--- src/core/npic_pkg.sv ---
// npic_pkg: constants and carrier types for the nand pin host controller
package npic_pkg;

  // ----------------------------------------------------------------
  // bus widths and queue depth
  // ----------------------------------------------------------------
  localparam int IO_W_X8   = 8;
  localparam int IO_W_X16  = 16;
  localparam int IO_W      = IO_W_X16;
  localparam int FIFO_DEP  = 16;

  // ----------------------------------------------------------------
  // timing: strobe phases and ready/busy wait
  // ----------------------------------------------------------------
  localparam int CLK_PS       = 10000;
  localparam int T_SETUP_NS   = 20;
  localparam int T_PULSE_NS   = 20;
  localparam int T_HOLD_NS    = 20;
  localparam int T_RB_WAIT_NS = 100;
  localparam int C_SETUP   = (T_SETUP_NS * 1000 + CLK_PS - 1) / CLK_PS;
  localparam int C_PULSE   = (T_PULSE_NS * 1000 + CLK_PS - 1) / CLK_PS;
  localparam int C_HOLD    = (T_HOLD_NS * 1000 + CLK_PS - 1) / CLK_PS;
  localparam int C_RB_WAIT = (T_RB_WAIT_NS * 1000 + CLK_PS - 1) / CLK_PS;
  localparam int CNT_W     = 5;

  // ----------------------------------------------------------------
  // request kinds and carrier
  // ----------------------------------------------------------------
  typedef enum logic [1:0] {
    NPIC_CMD  = 2'h0,
    NPIC_ADDR = 2'h1,
    NPIC_WDAT = 2'h2,
    NPIC_RDAT = 2'h3
  } npic_kind_t;

  typedef struct packed {
    npic_kind_t        kind;
    logic              wait_rb;
    logic [IO_W-1:0]   data;
  } npic_req_t;

  localparam int REQ_W = $bits(npic_req_t);

endpackage

--- src/core/npic_fifo.sv ---
// npic_fifo: parameterised valid/ready fifo for the request path
`timescale 1ns/1ps
module npic_fifo #(
  parameter int WIDTH = 8,
  parameter int DEPTH = 16
) (
  // clock and reset
  input  wire logic             i_clk,
  input  wire logic             i_reset,
  // fill side
  input  wire logic             i_in_valid,
  input  wire logic [WIDTH-1:0] i_in_data,
  output logic                  o_in_ready,
  // drain side
  output logic                  o_out_valid,
  output logic [WIDTH-1:0]      o_out_data,
  input  wire logic             i_out_ready
);

  localparam int AW = $clog2(DEPTH);

  logic [WIDTH-1:0] mem_reg [DEPTH];
  logic [AW-1:0]    wr_ptr_reg;
  logic [AW-1:0]    rd_ptr_reg;
  logic [AW:0]      count_reg;
  logic             push;
  logic             pop;

  // ----------------------------------------------------------------
  // flags and handshakes
  // ----------------------------------------------------------------
  // full at exactly DEPTH entries; compare at occupancy width
  assign o_in_ready  = (count_reg != (AW+1)'(DEPTH));
  assign o_out_valid = (count_reg != '0);
  assign o_out_data  = mem_reg[rd_ptr_reg];
  assign push        = i_in_valid & o_in_ready;
  assign pop         = o_out_valid & i_out_ready;

  // storage write
  always_ff @(posedge i_clk) begin
    if (push) begin
      mem_reg[wr_ptr_reg] <= i_in_data;
    end
  end

  // pointers and occupancy
  always_ff @(posedge i_clk or posedge i_reset) begin
    if (i_reset) begin
      wr_ptr_reg <= '0;
      rd_ptr_reg <= '0;
      count_reg  <= '0;
    end else begin
      if (push) wr_ptr_reg <= wr_ptr_reg + 1'b1;
      if (pop)  rd_ptr_reg <= rd_ptr_reg + 1'b1;
      count_reg <= count_reg + (AW+1)'(push) - (AW+1)'(pop);
    end
  end

endmodule

--- src/core/npic_host.sv ---
// npic_host: host-side pin sequencer for a multiplexed nand flash port
`timescale 1ns/1ps
// Function
// - shared bus carries command, address, data
// - command byte with command latch high
// - address byte with address latch high
// - ready/busy open drain, needs pull-up
// - write strobe pulse latched on rise
// - address cycles low bits first, column first
// - one or two command cycles per operation
module npic_host (
  // clock and reset
  input  wire logic                       i_clk,
  input  wire logic                       i_reset,
  // configuration
  input  wire logic                       i_wide,
  input  wire logic                       i_write_protect_n,
  // request stream in
  input  wire logic                       i_req_valid,
  input  wire npic_pkg::npic_req_t        i_req,
  output logic                            o_req_ready,
  // read data out
  output logic                            o_rd_valid,
  output logic [npic_pkg::IO_W-1:0]       o_rd_data,
  // status
  output logic                            o_busy,
  output logic                            o_dev_ready,
  // nand pins
  output logic                            o_chip_sel_n,
  output logic                            o_cmd_latch,
  output logic                            o_addr_latch,
  output logic                            o_write_strobe_n,
  output logic                            o_read_strobe_n,
  output logic                            o_write_prot_n,
  output logic [npic_pkg::IO_W-1:0]       o_shared_io_bus,
  output logic                            o_shared_io_bus_oe_n,
  input  wire logic [npic_pkg::IO_W-1:0]  i_shared_io_bus,
  input  wire logic                       i_ready_busy_n
);

  typedef enum logic [2:0] {
    NPIC_IDLE, NPIC_SETUP, NPIC_PULSE, NPIC_HOLD, NPIC_RBWAIT
  } npic_state_t;

  npic_state_t                     state_reg, state_next;
  logic [npic_pkg::CNT_W-1:0]      cnt_reg, cnt_next;
  npic_pkg::npic_req_t             cur_reg;
  logic                            q_valid;
  npic_pkg::npic_req_t             q_data;
  logic                            q_take;
  logic                            is_read;
  logic                            is_write;
  logic                            cnt_done;
  logic [npic_pkg::IO_W-1:0]       io_mask;
  logic [npic_pkg::IO_W-1:0]       rd_sync1_reg, rd_sync2_reg;
  logic                            rb_sync1_reg, rb_sync2_reg;
  logic                            rd_valid_reg;
  logic [npic_pkg::IO_W-1:0]       rd_data_reg;

  // ----------------------------------------------------------------
  // request queue
  // ----------------------------------------------------------------
  npic_fifo #(
    .WIDTH (npic_pkg::REQ_W),
    .DEPTH (npic_pkg::FIFO_DEP)
  ) u_fifo (
    .i_clk       (i_clk),
    .i_reset     (i_reset),
    .i_in_valid  (i_req_valid),
    .i_in_data   (i_req),
    .o_in_ready  (o_req_ready),
    .o_out_valid (q_valid),
    .o_out_data  (q_data),
    .i_out_ready (q_take)
  );

  // ----------------------------------------------------------------
  // decode
  // ----------------------------------------------------------------
  assign q_take   = (state_reg == NPIC_IDLE) && q_valid;
  assign is_read  = (cur_reg.kind == npic_pkg::NPIC_RDAT);
  assign is_write = !is_read;
  assign cnt_done = (cnt_reg == '0);
  // narrow part: upper lanes held low
  assign io_mask  = i_wide ? {npic_pkg::IO_W{1'b1}}
                           : {{(npic_pkg::IO_W-npic_pkg::IO_W_X8){1'b0}},
                              {npic_pkg::IO_W_X8{1'b1}}};

  // ----------------------------------------------------------------
  // two-flop synchronisers for device pins
  // ----------------------------------------------------------------
  always_ff @(posedge i_clk or posedge i_reset) begin
    if (i_reset) begin
      rd_sync1_reg <= '0;
      rd_sync2_reg <= '0;
      rb_sync1_reg <= 1'b0;
      rb_sync2_reg <= 1'b0;
    end else begin
      rd_sync1_reg <= i_shared_io_bus;
      rd_sync2_reg <= rd_sync1_reg;
      rb_sync1_reg <= i_ready_busy_n;   // pulled high externally
      rb_sync2_reg <= rb_sync1_reg;
    end
  end

  // ----------------------------------------------------------------
  // sequencer next state
  // ----------------------------------------------------------------
  always_comb begin
    state_next = state_reg;
    cnt_next   = cnt_reg;
    if (!cnt_done) begin
      cnt_next = cnt_reg - 1'b1;
    end
    unique case (state_reg)
      NPIC_IDLE: begin
        if (q_valid) begin
          state_next = NPIC_SETUP;
          cnt_next   = npic_pkg::CNT_W'(npic_pkg::C_SETUP);
        end
      end
      NPIC_SETUP: begin
        if (cnt_done) begin
          state_next = NPIC_PULSE;
          cnt_next   = npic_pkg::CNT_W'(npic_pkg::C_PULSE);
        end
      end
      NPIC_PULSE: begin
        if (cnt_done) begin
          state_next = NPIC_HOLD;
          cnt_next   = npic_pkg::CNT_W'(npic_pkg::C_HOLD);
        end
      end
      NPIC_HOLD: begin
        if (cnt_done) begin
          if (cur_reg.wait_rb) begin
            state_next = NPIC_RBWAIT;   // execute cycle
            cnt_next   = npic_pkg::CNT_W'(npic_pkg::C_RB_WAIT);
          end else begin
            state_next = NPIC_IDLE;
          end
        end
      end
      NPIC_RBWAIT: begin
        // busy drop may lag; then wait for release
        if (cnt_done && rb_sync2_reg) begin
          state_next = NPIC_IDLE;
        end
      end
      // unused state codes fall back to idle
      default: begin
        state_next = NPIC_IDLE;
      end
    endcase
  end

  // state registers
  always_ff @(posedge i_clk or posedge i_reset) begin
    if (i_reset) begin
      state_reg <= NPIC_IDLE;
      cnt_reg   <= '0;
      cur_reg   <= '0;
    end else begin
      state_reg <= state_next;
      cnt_reg   <= cnt_next;
      if (q_take) cur_reg <= q_data;
    end
  end

  // ----------------------------------------------------------------
  // read capture at end of read strobe pulse
  // ----------------------------------------------------------------
  always_ff @(posedge i_clk or posedge i_reset) begin
    if (i_reset) begin
      rd_valid_reg <= 1'b0;
      rd_data_reg  <= '0;
    end else begin
      rd_valid_reg <= 1'b0;
      if (state_reg == NPIC_PULSE && cnt_done && is_read) begin
        rd_valid_reg <= 1'b1;
        rd_data_reg  <= rd_sync2_reg & io_mask;
      end
    end
  end

  // ----------------------------------------------------------------
  // pin drive
  // ----------------------------------------------------------------
  logic active;
  assign active = (state_reg == NPIC_SETUP) || (state_reg == NPIC_PULSE)
                  || (state_reg == NPIC_HOLD);

  // select held through the whole cycle
  assign o_chip_sel_n = !(active || state_reg == NPIC_RBWAIT);
  // only one latch strobe, none for data
  assign o_cmd_latch  = active && (cur_reg.kind == npic_pkg::NPIC_CMD);
  assign o_addr_latch = active && (cur_reg.kind == npic_pkg::NPIC_ADDR);
  // rising edge at pulse end latches
  assign o_write_strobe_n = !((state_reg == NPIC_PULSE) && is_write);
  // each fall steps device column
  assign o_read_strobe_n  = !((state_reg == NPIC_PULSE) && is_read);
  // drive bus only for writes; device floats otherwise
  assign o_shared_io_bus_oe_n = !(active && is_write);
  // caller orders address bytes low first, column first
  assign o_shared_io_bus  = cur_reg.data & io_mask;
  assign o_write_prot_n   = i_write_protect_n;
  assign o_busy      = (state_reg != NPIC_IDLE) || q_valid;
  assign o_dev_ready = rb_sync2_reg;
  assign o_rd_valid  = rd_valid_reg;
  assign o_rd_data   = rd_data_reg;

endmodule

--- config.mk ---
export PLATFORM = sky130hd
export DESIGN_NAME = npic_host
export DESIGN_NICKNAME = d
export VERILOG_FILES = /design/src/core/npic_pkg.sv /design/src/core/npic_fifo.sv /design/src/core/npic_host.sv
export SDC_FILE = /design/constraint.sdc
export NUM_CORES = 1
export LEC_CHECK = 0
export BUFFER_PORTS_ARGS = -buffer_cell sky130_fd_sc_hd__buf_2
export CORE_MARGIN = 2
export CORE_UTILIZATION = 65
export DETAILED_ROUTE_END_ITERATION = 6
export HOLD_SLACK_MARGIN = 0.05
export PLACE_DENSITY_LB_ADDON = 0.2
export SYNTH_ARGS = -nofsm -noshare
export SYNTH_HDL_FRONTEND = slang
export SYNTH_SLANG_ARGS = --single-unit
--- constraint.sdc ---
create_clock -name i_clk -period 8.6 [get_ports i_clk]
set_input_delay 0.43 -clock i_clk [delete_from_list [all_inputs] [get_ports i_clk]]
set_output_delay 0.43 -clock i_clk [all_outputs]
set_load 0.02 [all_outputs]
==> results of run 1 <==
-- stage by stage --
stage,utilization,cells
2_1_floorplan,-,789
3_3_place_gp,0.6831,1148
3_5_place_dp,0.6831,1148
4_1_cts,0.7475,1238
5_1_grt,0.7475,1238
6_report,0.7475,1238
-- worst max-delay path, delay by kind of cell, from the launching register on --
family	cells	cell delay, ns
buffers and inverters	4	0.31
adders and majority gates	4	1.14
and+or+nand+nor	2	0.99
AOI/OAI and AO/OA	2	0.22
DFF	1	0.39
xor gates and xnor gates	1	0.14
-- cell usage after synthesis (2+ instances only) --
| cell type | count |
|---|---|
| a21boi_0 | 19 |
| a21oi_1 | 3 |
| a31oi_1 | 20 |
| and2_1 | 17 |
| buf_2 | 19 |
| buf_4 | 11 |
| buf_6 | 3 |
| clkbuf_1 | 18 |
| dfrtp_1 | 91 |
| edfxtp_1 | 304 |
| ha_1 | 13 |
| inv_1 | 21 |
| mux2_2 | 6 |
| mux2_4 | 3 |
| mux2i_1 | 19 |
| mux4_2 | 76 |
| nand2_1 | 30 |
| nand2b_1 | 4 |
| nand3_1 | 22 |
| nand4_1 | 3 |
| nor2_1 | 11 |
| nor2b_1 | 2 |
| nor3_1 | 5 |
| nor3b_1 | 2 |
| nor4_1 | 5 |
| o211ai_1 | 20 |
| o21ai_0 | 10 |
| o31ai_1 | 2 |
| xnor2_1 | 10 |
| xor2_1 | 4 |
-- power groups by stage --
| stage | Combinational (mW) | Sequential (mW) | Clock [mW] |
|---|---|---|---|
| CTS | 1.57 | 2.55 | 1.75 |
| detailed placement | 1.55 | 2.58 | 0 |
| global route | 1.69 | 2.58 | 1.82 |
| finish | 1.56 | 2.55 | 1.73 |
| global placement | 1.49 | 2.56 | 0 |
| floorplan | 1.21 | 2.49 | 0 |
-- path summary, 6_finish.rpt --
check	endpoint	slack [ns]	depth (start not counted)
worst min-delay path	u_fifo.mem_reg[1][1]	0.29	1
worst max register to register	u_fifo.count_reg[4]	5.33	13
worst min register to register	rd_sync2_reg[5]	0.35	0
worst max-delay path	u_fifo.count_reg[4]	5.33	13
min in group asynchronous	rd_sync2_reg[5]	0.45	3
max in group asynchronous	o_rd_data[14]	6.95	4
-- cell families (layout without fill, tap and decap cells) --
| group | Yosys count | in the layout | synth area share |
|---|---|---|---|
| mux | 104 | 104 | 0.1322 |
| buf+inv | 74 | 204 | 0.02398 |
| fa+ha+maj | 14 | 14 | 0.01199 |
| xor+xnor | 14 | 14 | 0.008047 |
| simple gates | 110 | 110 | 0.04040 |
| compound gates | 78 | 78 | 0.03482 |
| flops | 395 | 395 | 0.7486 |
-- layout make-up --
cell class | instances | area share
Inverter | 22 | 0.004821
Tap cell | 319 | 0.02295
Clock inverter | 21 | 0.01288
Clock buffer | 51 | 0.06296
Sequential cell | 395 | 0.6563
Timing Repair Buffer | 110 | 0.03842
Multi-Input combinational cell | 320 | 0.2016
-- timing repair --
action / in CTS / in global routing
hold endpoints to repair: 40 / 0
hold buffers: 18 / 0
gates resized for setup: 0 / 0
-- layer usage --
| layer | up-vias | part of all wire |
|---|---|---|
| li1 | 3298 | - |
| met1 | 3999 | 0.41 |
| met2 | 306 | 0.50 |
| met3 | 56 | 0.067 |
| met4 | 0 | 0.021 |
| met5 | - | 0 |
==> results.toml, run 1 <==
[status]
status = "finished, final reports clean"

[route]
drt_first_pass_iters = 5
antenna_left = 0
routed_wl_mm = 30.08
viasPerCell = 6.187
drtIter0Drc = 744
drcViolationCount = 0
wl_per_cell_um = 24.30
num_vias = 7659

[logic_synthesis]
ys_seq_area_frac = 0.7486
synth_top_area_share = 0.5991
netlist_top_cells_area = "edfxtp_1, dfrtp_1, mux4_2"
syn_nets = 844
ys_ff_latch = 395
synth_cell_types = 46
syn_avg_cell_area_um2 = 19.31
netlist_area_um2 = 15240
syn_inst = 789
synth_edf_count = 304
synthFlopType = "edfxtp_1"
synth_largest_area_cell = "edfxtp_1"
synth_warnings = 0
async_flop_share = 0.2304

[sta]
fin_skew_ns = 0.01778
rsz0062_at_grt = "no"
hold_viol_final = 0
tns_ns = 0
post-route-period-util = 0.3797
slew_violations = 0
timing.fmax_mhz = 306.3
setup_violations = 0
min_period_ns = 3.265
slew_headroom = 0.1739
setup_ws_ns = 5.335
hold_slack_ns = 0.2862
tightest_slew_ns = 1.239

[die]
rows = 56
coreArea_um2 = 23260
die_h_um = 157.1
io_pins = 84
die-area_um2 = 24680
die_x_um = 157.1
start_util = 0.6550

[grt]
grt_pass1_wl_mm = 45.51
met1_usage = 0.3366
grt_use_met2 = 0.4204
busiest_layer = "met2"
use_met3 = 0.05479
grt_use_total = 0.2516
globalRouteOverflowTotal = 0
grt_pass1_vias = 7972
antenna_found_initial = 0
grt_max_degree = 69

[cells_and_area]
layout_common_cells = "edfxtp_1, dfrtp_1, buf_2, mux4_2, clkbuf_16"
largest_reg_flops = 304
regArea_um2 = 11410
diodes = 0
n_fill_cell = 1301
syn_to_final_growth_pct = 14.12
nets = 944
fin_area_um2 = 17390
layout_commonest_cell = "edfxtp_1"
multi_input_area_um2 = 3506
layout-drive-gt1-share = 0.2731

[clock_network]
post_cts_buffers = 0
tritoncts = "yes"
cts_max_level = 2
cts_buffers = 40
clk_pin_slew_ns = 0.06
clock_sinks = 395
insertion_delay_ns = 0.53
cts_buffer_depth = 3
root_buffer = "clkbuf_16"

[placement]
gp_congestion = 0.8169
hpwl_mm = 17.26
portBuffers = 81
place_ws_ns = 5.370
post_dp_cell_area_um2 = 15890

[setup_path]
rr_startpoint = "u_fifo.count_reg[2]"
start_kind = "flop"
crit_arrival_ns = 3.71
cp-end-kind = "flop"
required_ns = 9.05
cp_cell_sequence = "inv_1, ha_1, or4b_4, and2_4, ha_1, inv_1, ha_1, inv_1, fa_1, inv_1, a21oi_1, o21bai_1, xnor2_1"
critical_path.max_fanout = 48
cp_common_cell = "inv_1"
crit_path_start = "u_fifo.count_reg[2]"
cpPeakStageDelay_ns = 0.63
path_class = "flop to flop"
cp_slowest_cell = "or4b_4"

[pwr]
p_seq_frac = 0.437
p_int_mw = 4.055
p_sw_mw = 1.779
p_sw_frac = 0.3049
clkPwrFrac = 0.296
ir_drop_uv = 166.5
comb_power_share = 0.267
power_density_nw_per_um2 = 335.5
total_power_mw = 5.834
cellLeakagePower_nw = 6.184

[min_path]
min_from = "i_req[1]"
hold_path_class = "primary input to flop"

[job]
cap_violations = 0
Note: power is estimated with default switching activity, not from simulation.
==> run 2: changes to the inputs <==
--- a/config.mk
+++ b/config.mk
@@ -7,7 +7,7 @@
 export LEC_CHECK = 0
 export BUFFER_PORTS_ARGS = -buffer_cell sky130_fd_sc_hd__buf_2
 export CORE_MARGIN = 2
-export CORE_UTILIZATION = 65
+export CORE_UTILIZATION = 55
 export DETAILED_ROUTE_END_ITERATION = 6
 export HOLD_SLACK_MARGIN = 0.05
 export PLACE_DENSITY_LB_ADDON = 0.2
==> constraint.sdc (replaced) <==
create_clock -name i_clk -period 2.9 [get_ports i_clk]
set_input_delay 0.145 -clock i_clk [delete_from_list [all_inputs] [get_ports i_clk]]
set_output_delay 0.145 -clock i_clk [all_outputs]
set_load 0.02 [all_outputs]
==> results.toml, run 2 (synthesis gave the netlist of run 1 again) <==
[route]
drt_first_pass_iters = 5
viasPerCell = 5.813
antenna_left = 0
drcViolationCount = 0
wl_per_cell_um = 22.54
drtIter0Drc = 675
routed_wl_mm = 30.00
num_vias = 7737

[setup_path]
crit_buf_inv = 4
critical_path.max_fanout = 2
required_ns = 3.32
start_kind = "flop"
cp_cell_sequence = "inv_2, ha_2, or4b_4, and2_4, ha_1, inv_1, ha_2, inv_1, fa_2, inv_1, a21oi_1, o21bai_1, xnor2_1"
cp_slowest_cell = "or4b_4"
path_class = "flop to flop"
path_delay_family = "adder cells"
crit_arrival_ns = 3.27
cpPeakStageDelay_ns = 0.47
cp-end-kind = "flop"
cp_common_cell = "inv_1"

[clock_network]
root_buffer = "clkbuf_16"
clk_pin_slew_ns = 0.06
tritoncts = "yes"
cts_buffers = 40
insertion_delay_ns = 0.52
clock_sinks = 395
cts_max_level = 2
cts_buffer_depth = 3

[sta]
tns_ns = 0
setup_violations = 0
fin_skew_ns = 0.01310
hold_slack_ns = 0.2261
tightest_slew_ns = 1.118
hold_viol_final = 0
timing.fmax_mhz = 351.0
slew_headroom = 0.2539
min_period_ns = 2.849
post-route-period-util = 0.9825
setup_ws_ns = 0.05088
slew_violations = 0

[pwr]
clkPwrFrac = 0.280
p_sw_frac = 0.3023
p_seq_frac = 0.438
p_int_mw = 12.04
comb_power_share = 0.282
p_sw_mw = 5.219
cellLeakagePower_nw = 6.350
ir_drop_uv = 417.1
power_density_nw_per_um2 = 969.4

[die]
die_x_um = 170.4
die_h_um = 170.4
coreArea_um2 = 27100
io_pins = 84
start_util = 0.5622
die-area_um2 = 29050
rows = 60

[cells_and_area]
layout-drive-gt1-share = 0.2836
diodes = 0
fin_area_um2 = 17810
layout_commonest_cell = "edfxtp_1"
layout_common_cells = "edfxtp_1, dfrtp_1, buf_2, mux4_2, clkbuf_16"
nets = 986
largest_reg_flops = 304
syn_to_final_growth_pct = 16.86

[grt]
grt_use_total = 0.2144
antenna_found_initial = 0
grt_pass1_vias = 8176
grt_pass1_wl_mm = 46.52
globalRouteOverflowTotal = 0
grt_max_degree = 48

[min_path]
hold_path_class = "primary input to flop"

[placement]
post_dp_cell_area_um2 = 16180
portBuffers = 81
gp_congestion = 0.8307
place_ws_ns = 0.01062
hpwl_mm = 18.47

[status]
status = "finished, final reports clean"

[job]
cap_violations = 0
==> run 2: cell types whose count changed in the layout (fill, tap and decap cells not counted), moves of 3 or more <==
cell           previous run  this run
dlygate4sd3_1            18        38
buf_4                    11        28
clkbuf_1                  8        15
buf_12                    0         5
clkinv_2                  7         3
clkinv_1                  8         5
==> run 2: area by class of cell <==
class | instances | area [µm²]
flip-flops and latches | 395 | 11410
fillers | 1781 | 9295
multi-input cells | 320 | 3513
clock buffers | 59 | 1124
repair buffers | 152 | 1096
well taps | 372 | 465.4
clock inverters | 11 | 110.1
inverters | 22 | 83.83
==> run 2: worst paths after layout <==
check	cells past startpoint	endpoint	startpoint	slack, ns
worst min register to register	0	rd_sync2_reg[15]	rd_sync1_reg[15]	0.35
worst min-delay path	5	u_fifo.wr_ptr_reg[0]	i_req_valid	0.23
worst max register to register	13	u_fifo.count_reg[4]	u_fifo.count_reg[2]	0.05
min in group asynchronous	3	o_rd_valid	i_reset	0.31
worst max-delay path	13	u_fifo.count_reg[4]	u_fifo.count_reg[2]	0.05
max in group asynchronous	4	u_fifo.rd_ptr_reg[2]	i_reset	1.87
==> run 2: metrics by stage <==
step | util | std cells | power (mW)
floorplan | - | 789 | 10.97
global placement | 0.5969 | 1222 | 12.30
detailed placement | 0.5969 | 1222 | 12.48
CTS | 0.6566 | 1330 | 17.39
global route | 0.6570 | 1331 | 18.07
finish | 0.6570 | 1331 | 17.26
==> run 2: worst reg2reg max path, stage by stage (launching register included) <==
cell and delay (ns):
dfrtp_1 0.41, inv_2 0.09, ha_2 0.18, or4b_4 0.47, and2_4 0.16, ha_1 0.30, inv_1 0.08, ha_2 0.18
inv_1 0.06, fa_2 0.34, inv_1 0.07, a21oi_1 0.06, o21bai_1 0.19, xnor2_1 0.17
==> run 2: power groups by stage <==
stage	combinational, mW	sequential [mW]	clock (mW)
3_5_place_dp	4.81	7.67	0
6_report	4.87	7.56	4.83
2_1_floorplan	3.58	7.40	0
4_1_cts	4.91	7.56	4.92
5_1_grt	5.29	7.65	5.13
3_3_place_gp	4.70	7.60	0
==> run 2: what timing repair did <==
item                                   4_1_cts  5_1_grt
pin swaps                                    2        3
gates resized for setup                      4        1
hold buffers                                38        0
cloned                                       0        0
endpoints found under the hold margin      375        0
buffers inserted                             0        1
setup endpoints to repair                    1        1
==> run 2: layer usage <==
layer / up-vias / routed length [µm] / track usage
li1: 3385 / - / -
met1: 4028 / 12730 / 0.2959
met2: 262 / 14770 / 0.3542
met3: 62 / 1880 / 0.04116
met4: 0 / 630 / 0.06057
met5: - / 0 / 0
